File: src/common/serdes_tap_pkg.sv
// Purpose: Shared constants for the lane post-tap and link PLL control bank.
// Assumes: Eight-bit registers on a 16-bit configuration address.
// Notes:   Offsets are byte addresses on the configuration port.
package serdes_tap_pkg;
  localparam int          ADDR_W            = 16;
  localparam int          DATA_W            = 8;
  localparam int          NUM_LANES         = 4;
  localparam logic [15:0] LANE4_TAP_ADDR    = 16'h05c8;
  localparam logic [15:0] LANE5_TAP_ADDR    = 16'h05c9;
  localparam logic [15:0] LANE6_TAP_ADDR    = 16'h05ca;
  localparam logic [15:0] LANE7_TAP_ADDR    = 16'h05cb;
  localparam logic [15:0] PLL_CAL_ADDR      = 16'h1222;
  localparam logic [15:0] PLL_STARTUP_ADDR  = 16'h1228;
  localparam logic [15:0] PLL_LOCK_ADDR     = 16'h1262;
  localparam int          TAP_EN_BIT        = 7;
  localparam int          TAP_LVL_HI        = 6;
  localparam int          TAP_LVL_LO        = 4;
  localparam logic [7:0]  TAP_RESET         = 8'h00;
  localparam logic [7:0]  PLL_CAL_NORMAL    = 8'h00;
  localparam logic [7:0]  PLL_CAL_RESET     = 8'h04;
  localparam logic [7:0]  PLL_STARTUP_NORMAL = 8'h0f;
  localparam logic [7:0]  PLL_STARTUP_RESET = 8'h4f;
  localparam logic [7:0]  PLL_LOCK_NORMAL   = 8'h00;
  localparam logic [7:0]  PLL_LOCK_CLEAR    = 8'h80;
  localparam logic [2:0]  TAP_LVL_MAX       = 3'h4;
  localparam logic [7:0]  UNMAPPED_READ     = 8'h00;
endpackage

File: src/verilog/lane_tap_store.sv
// Purpose: Holds the four lane post-tap control bytes.
// Assumes: One write port and one registered read port on mclk.
// Notes:   Read data come from a register one cycle after the address.
`timescale 1ns/100ps
`default_nettype none
module lane_tap_store #(
  parameter int DEPTH = 4
) (
  input  wire logic                     mclk,
  input  wire logic                     srst,
  input  wire logic                     ce,
  input  wire logic                     wr_en,
  input  wire logic [$clog2(DEPTH)-1:0] wr_idx,
  input  wire logic [7:0]               wr_data,
  input  wire logic [$clog2(DEPTH)-1:0] rd_idx,
  output logic      [7:0]               rd_data,
  output logic      [DEPTH*8-1:0]       all_data
);
  logic [7:0] mem_r [DEPTH];

  // The index ports need at least one bit, so a single entry is refused at elaboration.
  if (DEPTH < 2) begin : g_bad_depth
    $error("lane_tap_store needs at least two entries.");
  end

  // Each entry resets to zero so every post tap starts disabled at 0 dB.
  genvar g;
  for (g = 0; g < DEPTH; g++) begin : g_ent
    always_ff @(posedge mclk) begin
      if (srst) begin
        mem_r[g] <= serdes_tap_pkg::TAP_RESET;
      end else if (ce && wr_en && wr_idx == g) begin
        mem_r[g] <= wr_data;
      end
    end
    assign all_data[g*8 +: 8] = mem_r[g];
  end

  // Registered read keeps the read path out of the decode timing.
  always_ff @(posedge mclk) begin
    if (srst) begin
      rd_data <= serdes_tap_pkg::TAP_RESET;
    end else if (ce) begin
      rd_data <= mem_r[rd_idx];
    end
  end
endmodule
`default_nettype wire

File: src/verilog/serdes_tap_and_pll_ctrl_regs.sv
// Purpose: Lane 4-7 post-tap control and link PLL control register bank.
// Assumes: A simple same-clock configuration port: addr, wr, rd, wdata.
// Notes:   Read data are valid on cfg_rdata one cycle after cfg_rd.
`timescale 1ns/100ps
`default_nettype none
module serdes_tap_and_pll_ctrl_regs (
  input  wire logic        mclk,
  input  wire logic        srst,
  input  wire logic        ce,
  input  wire logic [15:0] cfg_addr,
  input  wire logic        cfg_wr,
  input  wire logic        cfg_rd,
  input  wire logic [7:0]  cfg_wdata,
  output logic      [7:0]  cfg_rdata,
  output logic             cfg_rvalid,
  input  wire logic        pll_lock_lost,
  output logic      [3:0]  post_tap_en,
  output logic      [11:0] post_tap_level,
  output logic             pll_cal_rst,
  output logic             pll_startup_rst,
  output logic             lock_loss_flag
);
  logic [7:0]  cal_r;
  logic [7:0]  cal_nxt;
  logic [7:0]  startup_r;
  logic [7:0]  startup_nxt;
  logic [7:0]  lock_ctl_r;
  logic [7:0]  lock_ctl_nxt;
  logic        flag_r;
  logic        flag_nxt;
  logic        lost_s1_r;
  logic        lost_s2_r;
  logic [7:0]  misc_rd_r;
  logic        rd_lane_r;
  logic        rvalid_r;
  logic [7:0]  lane_rd;
  logic [31:0] lane_all;

  // Address decode shared by the read and write paths.
  function automatic logic is_lane(input logic [15:0] a);
    return a >= serdes_tap_pkg::LANE4_TAP_ADDR && a <= serdes_tap_pkg::LANE7_TAP_ADDR;
  endfunction

  wire        wr_lane   = cfg_wr && is_lane(cfg_addr);
  wire        wr_cal    = cfg_wr && cfg_addr == serdes_tap_pkg::PLL_CAL_ADDR;
  wire        wr_start  = cfg_wr && cfg_addr == serdes_tap_pkg::PLL_STARTUP_ADDR;
  wire        wr_lock   = cfg_wr && cfg_addr == serdes_tap_pkg::PLL_LOCK_ADDR;
  wire [1:0]  lane_idx  = cfg_addr[1:0];

  lane_tap_store #(
    .DEPTH(serdes_tap_pkg::NUM_LANES)
  ) u_store (
    .mclk    (mclk),
    .srst    (srst),
    .ce      (ce),
    .wr_en   (wr_lane),
    .wr_idx  (lane_idx),
    .wr_data (cfg_wdata),
    .rd_idx  (lane_idx),
    .rd_data (lane_rd),
    .all_data(lane_all)
  );

  // Per-lane field extraction onto the analog driver controls.
  genvar l;
  for (l = 0; l < serdes_tap_pkg::NUM_LANES; l++) begin : g_lane
    assign post_tap_en[l] = lane_all[l*8 + serdes_tap_pkg::TAP_EN_BIT];
    assign post_tap_level[l*3 +: 3] =
      lane_all[l*8 + serdes_tap_pkg::TAP_LVL_LO +: 3];
  end

  // Next values for the PLL control bytes; they store whatever is written.
  assign cal_nxt      = wr_cal ? cfg_wdata : cal_r;
  assign startup_nxt  = wr_start ? cfg_wdata : startup_r;
  assign lock_ctl_nxt = wr_lock ? cfg_wdata : lock_ctl_r;

  // PLL reset controls are levels decoded from the stored byte.
  assign pll_cal_rst     = cal_r == serdes_tap_pkg::PLL_CAL_RESET;
  assign pll_startup_rst = startup_r == serdes_tap_pkg::PLL_STARTUP_RESET;
  wire   lock_clear      = lock_ctl_r == serdes_tap_pkg::PLL_LOCK_CLEAR;

  // A new loss of lock wins over a clear in the same cycle so no event is lost.
  assign flag_nxt = lost_s2_r ? 1'b1 : (lock_clear ? 1'b0 : flag_r);
  assign lock_loss_flag = flag_r;

  // The lock-loss input comes from the PLL domain and is synchronised first.
  always_ff @(posedge mclk) begin
    if (srst) begin
      lost_s1_r <= 1'b0;
      lost_s2_r <= 1'b0;
    end else if (ce) begin
      lost_s1_r <= pll_lock_lost;
      lost_s2_r <= lost_s1_r;
    end
  end

  // Control byte storage with documented reset values.
  always_ff @(posedge mclk) begin
    if (srst) begin
      cal_r      <= serdes_tap_pkg::PLL_CAL_NORMAL;
      startup_r  <= serdes_tap_pkg::PLL_STARTUP_NORMAL;
      lock_ctl_r <= serdes_tap_pkg::PLL_LOCK_NORMAL;
      flag_r     <= 1'b0;
    end else if (ce) begin
      cal_r      <= cal_nxt;
      startup_r  <= startup_nxt;
      lock_ctl_r <= lock_ctl_nxt;
      flag_r     <= flag_nxt;
    end
  end

  // Read mux for the non-lane registers; unmapped addresses read zero.
  wire [7:0] misc_sel =
    cfg_addr == serdes_tap_pkg::PLL_CAL_ADDR     ? cal_r :
    cfg_addr == serdes_tap_pkg::PLL_STARTUP_ADDR ? startup_r :
    cfg_addr == serdes_tap_pkg::PLL_LOCK_ADDR    ? lock_ctl_r :
    serdes_tap_pkg::UNMAPPED_READ;

  always_ff @(posedge mclk) begin
    if (srst) begin
      misc_rd_r <= serdes_tap_pkg::UNMAPPED_READ;
      rd_lane_r <= 1'b0;
      rvalid_r  <= 1'b0;
    end else if (ce) begin
      misc_rd_r <= misc_sel;
      rd_lane_r <= is_lane(cfg_addr);
      rvalid_r  <= cfg_rd;
    end
  end

  assign cfg_rdata  = rd_lane_r ? lane_rd : misc_rd_r;
  assign cfg_rvalid = rvalid_r;

  // Field views of the write data, read only by the properties below.
  wire       wdata_en  = cfg_wdata[serdes_tap_pkg::TAP_EN_BIT];
  wire [2:0] wdata_lvl = cfg_wdata[serdes_tap_pkg::TAP_LVL_HI:serdes_tap_pkg::TAP_LVL_LO];

  // Properties judge the PLL reset and tap outputs against the written codes, not against the internal decode,
  // so a broken address or value decode shows up here rather than passing silently.
  chk_cal_reset_level: assert property (@(posedge mclk) disable iff (srst)
    (ce && cfg_wr && cfg_addr == serdes_tap_pkg::PLL_CAL_ADDR &&
     cfg_wdata == serdes_tap_pkg::PLL_CAL_RESET) |=> pll_cal_rst)
    else $error("Calibration reset not asserted.");
  chk_cal_normal: assert property (@(posedge mclk) disable iff (srst)
    (ce && cfg_wr && cfg_addr == serdes_tap_pkg::PLL_CAL_ADDR &&
     cfg_wdata == serdes_tap_pkg::PLL_CAL_NORMAL) |=> !pll_cal_rst)
    else $error("Calibration reset in normal.");
  chk_startup_reset: assert property (@(posedge mclk) disable iff (srst)
    (ce && cfg_wr && cfg_addr == serdes_tap_pkg::PLL_STARTUP_ADDR &&
     cfg_wdata == serdes_tap_pkg::PLL_STARTUP_RESET) |=> pll_startup_rst)
    else $error("Startup reset not asserted.");
  chk_startup_normal: assert property (@(posedge mclk)
    $fell(srst) |-> startup_r == serdes_tap_pkg::PLL_STARTUP_NORMAL && !pll_startup_rst)
    else $error("Startup not normal after reset.");
  chk_startup_restore: assert property (@(posedge mclk) disable iff (srst)
    (ce && cfg_wr && cfg_addr == serdes_tap_pkg::PLL_STARTUP_ADDR &&
     cfg_wdata == serdes_tap_pkg::PLL_STARTUP_NORMAL) |=> !pll_startup_rst)
    else $error("Startup reset held after normal code.");
  chk_flag_clear: assert property (@(posedge mclk) disable iff (srst)
    (ce && lock_ctl_r == serdes_tap_pkg::PLL_LOCK_CLEAR && !lost_s2_r) |=> !lock_loss_flag)
    else $error("Lock loss flag not cleared.");
  chk_flag_set_wins: assert property (@(posedge mclk) disable iff (srst)
    (ce && lost_s2_r) |=> lock_loss_flag)
    else $error("Lock loss event lost.");
  chk_flag_hold: assert property (@(posedge mclk) disable iff (srst)
    (ce && lock_ctl_r == serdes_tap_pkg::PLL_LOCK_NORMAL && lock_loss_flag) |=> lock_loss_flag)
    else $error("Lock loss flag dropped in normal.");
  chk_lane4_fields: assert property (@(posedge mclk) disable iff (srst)
    (ce && cfg_wr && cfg_addr == serdes_tap_pkg::LANE4_TAP_ADDR) |=>
    post_tap_en[0] == $past(wdata_en) && post_tap_level[2:0] == $past(wdata_lvl))
    else $error("Lane 4 fields wrong.");
  chk_lane5_fields: assert property (@(posedge mclk) disable iff (srst)
    (ce && cfg_wr && cfg_addr == serdes_tap_pkg::LANE5_TAP_ADDR) |=>
    post_tap_en[1] == $past(wdata_en) && post_tap_level[5:3] == $past(wdata_lvl))
    else $error("Lane 5 fields wrong.");
  chk_lane6_fields: assert property (@(posedge mclk) disable iff (srst)
    (ce && cfg_wr && cfg_addr == serdes_tap_pkg::LANE6_TAP_ADDR) |=>
    post_tap_en[2] == $past(wdata_en) && post_tap_level[8:6] == $past(wdata_lvl))
    else $error("Lane 6 fields wrong.");
  chk_lane6_reset: assert property (@(posedge mclk)
    $fell(srst) |-> !post_tap_en[2] && post_tap_level[8:6] == 3'h0)
    else $error("Lane 6 not zero after reset.");
  chk_lane7_fields: assert property (@(posedge mclk) disable iff (srst)
    (ce && cfg_wr && cfg_addr == serdes_tap_pkg::LANE7_TAP_ADDR) |=>
    post_tap_en[3] == $past(wdata_en) && post_tap_level[11:9] == $past(wdata_lvl))
    else $error("Lane 7 fields wrong.");
  chk_lane7_readback: assert property (@(posedge mclk) disable iff (srst)
    (ce && cfg_wr && cfg_addr == serdes_tap_pkg::LANE7_TAP_ADDR) ##1
    (ce && cfg_rd && !cfg_wr && cfg_addr == serdes_tap_pkg::LANE7_TAP_ADDR)
    |=> cfg_rdata == $past(cfg_wdata, 2))
    else $error("Lane 7 readback wrong.");
  chk_read_valid: assert property (@(posedge mclk) disable iff (srst)
    ce |=> cfg_rvalid == $past(cfg_rd))
    else $error("Read valid not one cycle after read.");
endmodule
`default_nettype wire

File: config.mk
export PLATFORM = sky130hd
export DESIGN_NAME = serdes_tap_and_pll_ctrl_regs
export DESIGN_NICKNAME = d
export VERILOG_FILES = /design/src/common/serdes_tap_pkg.sv /design/src/verilog/lane_tap_store.sv /design/src/verilog/serdes_tap_and_pll_ctrl_regs.sv
export SDC_FILE = /design/constraint.sdc
export NUM_CORES = 1
export LEC_CHECK = 0
export BUFFER_PORTS_ARGS = -buffer_cell sky130_fd_sc_hd__buf_2
export CORE_ASPECT_RATIO = 1.25
export CORE_MARGIN = 4
export CORE_UTILIZATION = 40
export DETAILED_ROUTE_END_ITERATION = 6
export GPL_ROUTABILITY_DRIVEN = 0
export PLACE_DENSITY_LB_ADDON = 0.2
export SYNTH_ARGS = -nofsm -noshare
export SYNTH_HDL_FRONTEND = slang
export SYNTH_HIERARCHICAL = 1
export SYNTH_SLANG_ARGS = --single-unit
File: constraint.sdc
create_clock -name mclk -period 7.45 [get_ports mclk]
set_input_delay 0.745 -clock mclk [delete_from_list [all_inputs] [get_ports mclk]]
set_output_delay 0.745 -clock mclk [all_outputs]
set_load 0.1 [all_outputs]
* Word level (Yosys, flattened, before mapping)
Memories as Yosys holds them, arrays and structs flattened. A register that Yosys moved wholly into a read port is not among the register bits.
Index checks and enable logic that the tools add are counted.
** Storage, ports and cells
- Flip-flop bits (word level) :: 37
- RAM bits :: 32
- Bits of input ports :: 30
- Output and inout port bits :: 28
- Logic and storage cells :: 65
- Memories :: 1
** Memories
- u_store.mem_r :: depth 4, width 8, read ports 5, clocked after memory_dff 1, write ports 4, RTL line lane_tap_store.sv:19 : logic [7:0] mem_r [DEPTH];
** Operators by class
- $lt $le $gt $ge :: 2
- Equal/unequal tests :: 9
- Multiplexer cells :: 24
- Bitwise operators :: 4
- Reductions and logical operators :: 16
** Operators by type and width (count)
- $mux 8 :: 8
- $eq 16x13->1 const B :: 3
- $ge 16x11->1 const B :: 1
- $le 16x11->1 const B :: 1
- $mux 1 :: 16
- $logic_and 1x1->1 :: 10
- $eq 8x3->1 const B :: 1
- $eq 8x7->1 const B :: 1
- $eq 8x8->1 const B :: 1
- $reduce_and 2->1 :: 4
- $eq 2x2->1 const B :: 2
- $or 1x1->1 :: 4
- $eq 2x1->1 const B :: 1
- $logic_not 2->1 :: 1
- $reduce_bool 2->1 :: 1

* Logic depth before layout (Yosys ltp)
- Depth in word-level cells :: 9
- Depth in mapped cells :: 8
- Mapped depth without buffers :: 6

* Hierarchy
The synthesis kept the hierarchy.
** Modules (own cells, without submodules)
- serdes_tap_and_pll_ctrl_regs :: instances 1, cells each 220, area an instance 1864.3 sq um, seq. area each 740.7 sq um
- lane_tap_store :: instances 1, cells each 135, area an instance 1791.7 sq um, seq. area each 1121.1 sq um

* Least setup slack after synthesis
No wires, ideal clock.
- Path type :: in2reg
- Start point :: in cfg_addr[6]
- End point :: mem u_store.mem_r[2][0] (enable)
- Library setup time :: 375 ps
- Arrival time :: 2844 ps
- Data required time :: 7075 ps
- Setup slack :: 4231 ps
- Cell stages on the path :: 8
- Buffers on the path :: 2
- Cell sequence :: buf_2 > inv_1 > nor4b_1 > nand3_1 > nor4_1 > nand3b_2 > buf_2 > o21bai_1
** RTL lines
- start: declaration :: RTL line serdes_tap_and_pll_ctrl_regs.sv:10 : input wire logic [15:0] cfg_addr,
- end: declaration :: RTL line lane_tap_store.sv:19

==> results.cfg <==
[run_status]
outcome = finished clean

[routing]
totalWireLength_mm = 9.73
drt-initial-drc-count = 203
post_drt_wl_per_cell_um = 18.7
total_iterations_of_the_first_detailed_routing_run = 4
drc = 0
via_count = 2922
post_drt_via_cell_ratio = 5.63
final_antenna_net_count = 0

[cts]
cts_post_setup_buffers_inserted = 0
tritoncts.num_buffers = 9
cts-root-to-sink-buffers = 2
cts.hold.buffers_added = 0
cts.sinks = 77
cts_tree = done
clkSlewWorstSetupHoldPaths_ns = 0.08
clock_latency_ns = 0.35
number_of_h_tree_levels = 3
cell_at_the_root_of_the_clock_tree = sky130_fd_sc_hd__clkbuf_8
cts_resized = 0

[floorplanning]
ioPinCount = 58
die_area_mm2 = 0.0107
floorplan.initialDensity = 0.416
floorplan.rows = 38
core-area_mm2 = 0.00880
die_width_um = 93.5
dieHeight_um = 115

[placement]
io_buffers = 57
post-dp-hpwl_mm = 7.05

[synthesis]
synth_seq_area_share = 0.509
largest_family_of_logic_cells_by_synthesized_area = simple AND/OR/NAND/NOR gates
synth.ff_latch_count = 77
synthXorXnorAreaFrac = 0
synth_nets = 385
syn_area_per_cell_um2 = 10.3
synth.area.mux_share = 0.103
postSynthCellCount = 355
synth-compound-area-share = 0.131
synth_adder_area_share = 0
synth.largest_area_cell = sky130_fd_sc_hd__edfxtp_1
synth_simple_gate_area_frac = 0.205
yosys.area.top_type_share = 0.263
count_of_distinct_cell_types_in_the_synthesized_netlist = 45
synthTopCellsByArea = sky130_fd_sc_hd__edfxtp_1 (26%), sky130_fd_sc_hd__dfxtp_1 (25%), sky130_fd_sc_hd__mux2i_1 (6.3%)
synth_area_mm2 = 0.00366
synth.yosys.warnings = 6

[finish]
final_layout_net_count = 424
number_of_antenna_cells_inserted = 0
fillers = 834
most_frequent_standard_cell_in_the_layout_excluding_fill_and_tap_cells = sky130_fd_sc_hd__buf_2
ratio_of_cells_with_drive_above_1_in_the_final_layout = 0.266
area_growth_syn_to_layout_pct = 13.4
final_cell_mix = sky130_fd_sc_hd__buf_2 (57), sky130_fd_sc_hd__dfxtp_1 (45), sky130_fd_sc_hd__edfxtp_1 (32)

[power_and_ir_drop]
pwr_density_mw_per_mm2 = 209
peakVddDrop_mv = 0.0920
cellLeakagePower_nw = 1.54
post-layout-total-power_mw = 0.867

[timing]
timing.final.max_slew_violations = 0
worst_slew_pin_slew_ns = 0.884
slew_headroom = 0.411
count_of_endpoints_failing_hold_in_the_final_timing_report = 0
finalSetupViolCount = 0
grt_setup_unrepaired = false
finalClockSkew_ns = 0.00756
period_share = 0.462
final_layout_setup_total_negative_slack_ns = 0
max_clock_freq_ghz = 0.290
post-route-min-period_ns = 3.44

[global_route]
globalRouteOverflowTotal = 0
grt_max_degree = 69
grt_usage = 0.191
grt_pass1_wl_mm = 15.4
grt_pass1_vias = 2854
antenna_violations_before_repair = 0

[setup_path]
largest_fanout_on_the_critical_path = 18
cp_data_arrival_time_ns = 3.43
cp.required_ns = 7.43
path_class = input pin to register
critical_path.endpoint_type = register
worstSetupStartpointType = input pin

[run]
drv.max_cap_violation_count = 0

[min_path]
hold_class = register to register
-- cells by family (layout without fill, tap and decap cells) --
kind of cell,count (synthesis),in the layout
muxes,36,36
AOI/OAI and AO/OA,75,75
DFF,77,77
and+or+nand+nor,125,125
buffers and inverters,42,86
-- state kept, by name, indices dropped and copies added (netlist names) --
name and cells:
cfg_rvalid 1, u_store/mem_r 32, misc_rd_r 8, lock_loss_flag 1
rd_lane_r 1, lock_ctl_r 8, cal_r 8, u_store/rd_data 8
lost_s1_r 1, lost_s2_r 1, startup_r 8
-- cell usage after synthesis, drive strengths merged --
library cell  instances
a21bo                 4
a21oi                22
a22oi                 5
a31oi                 3
and2                  2
and4                  1
and4b                 1
and4bb                1
buf                  15
clkbuf               16
dfxtp                45
edfxtp               32
inv                  11
mux2                 13
mux2i                23
nand2                15
nand2b                2
nand3                24
nand3b                2
nand4                 2
nand4b                1
nand4bb               1
nor2                 19
nor2b                 1
nor3                 17
nor3b                 1
nor4                 19
nor4b                 2
nor4bb                1
o21ai                24
o21bai                4
o221ai                8
o311a                 3
o41ai                 2
or2                   1
or3                   1
or3b                 10
or4b                  1
-- layer usage --
layer | vias to the layer above | global-route usage | share of wire
met5 | - | 0 | 0
met4 | 0 | 0.107 | 0.038
met3 | 25 | 0.0301 | 0.039
met2 | 85 | 0.316 | 0.51
met1 | 1392 | 0.236 | 0.41
li1 | 1420 | - | -
-- per-stage QoR --
step | std cells | setup WS, ns | hold slack (ns) | area (um2) | utilization
global route | 519 | 3.63 | 0.475 | 4150 | 0.471
detailed placement | 503 | 3.62 | 0.442 | 3960 | 0.450
finish | 519 | 4.01 | 0.455 | 4150 | 0.471
global placement | 503 | 3.72 | 0.446 | 3960 | 0.450
CTS | 519 | 4.00 | 0.460 | 4150 | 0.471
floorplan | 355 | 4.23 | 0.421 | 3660 | -
-- final cells by class --
cell class	instances	area [um2]	share of cell area
clock buffer	13	169	0.0407
clock inverter	3	18.8	0.00453
inverter	11	41.3	0.00996
multi-input combinational	236	1610	0.387
sequential	77	1860	0.449
tap	120	150	0.0362
timing repair buffer	59	300	0.0724
-- critical path: stages --
cell	delay [ns]
sky130_fd_sc_hd__buf_2	0.19
sky130_fd_sc_hd__inv_1	0.14
sky130_fd_sc_hd__nor4b_1	0.30
sky130_fd_sc_hd__nand3_1	0.15
sky130_fd_sc_hd__nor4_1	0.68
sky130_fd_sc_hd__nand3b_2	0.49
sky130_fd_sc_hd__o21bai_1	0.71
-- power by group --
group | leakage [nW] | switching, mW | internal (mW)
sequential | 0.668 | 0.00624 | 0.452
combinational | 0.778 | 0.0863 | 0.0252
clock | 0.0960 | 0.150 | 0.148
-- path summary, 6_finish.rpt --
kind                 start                   to  slack, ns  cells past startpoint
max            cfg_addr[6]  u_store/mem_r[0][1]       4.01                      7
min           misc_rd_r[0]         misc_rd_r[0]       0.45                      2
max reg2reg  lock_ctl_r[0]       lock_loss_flag       6.23                      4
min reg2reg   misc_rd_r[0]         misc_rd_r[0]       0.45                      2
Power figures use the tool's default switching activity.
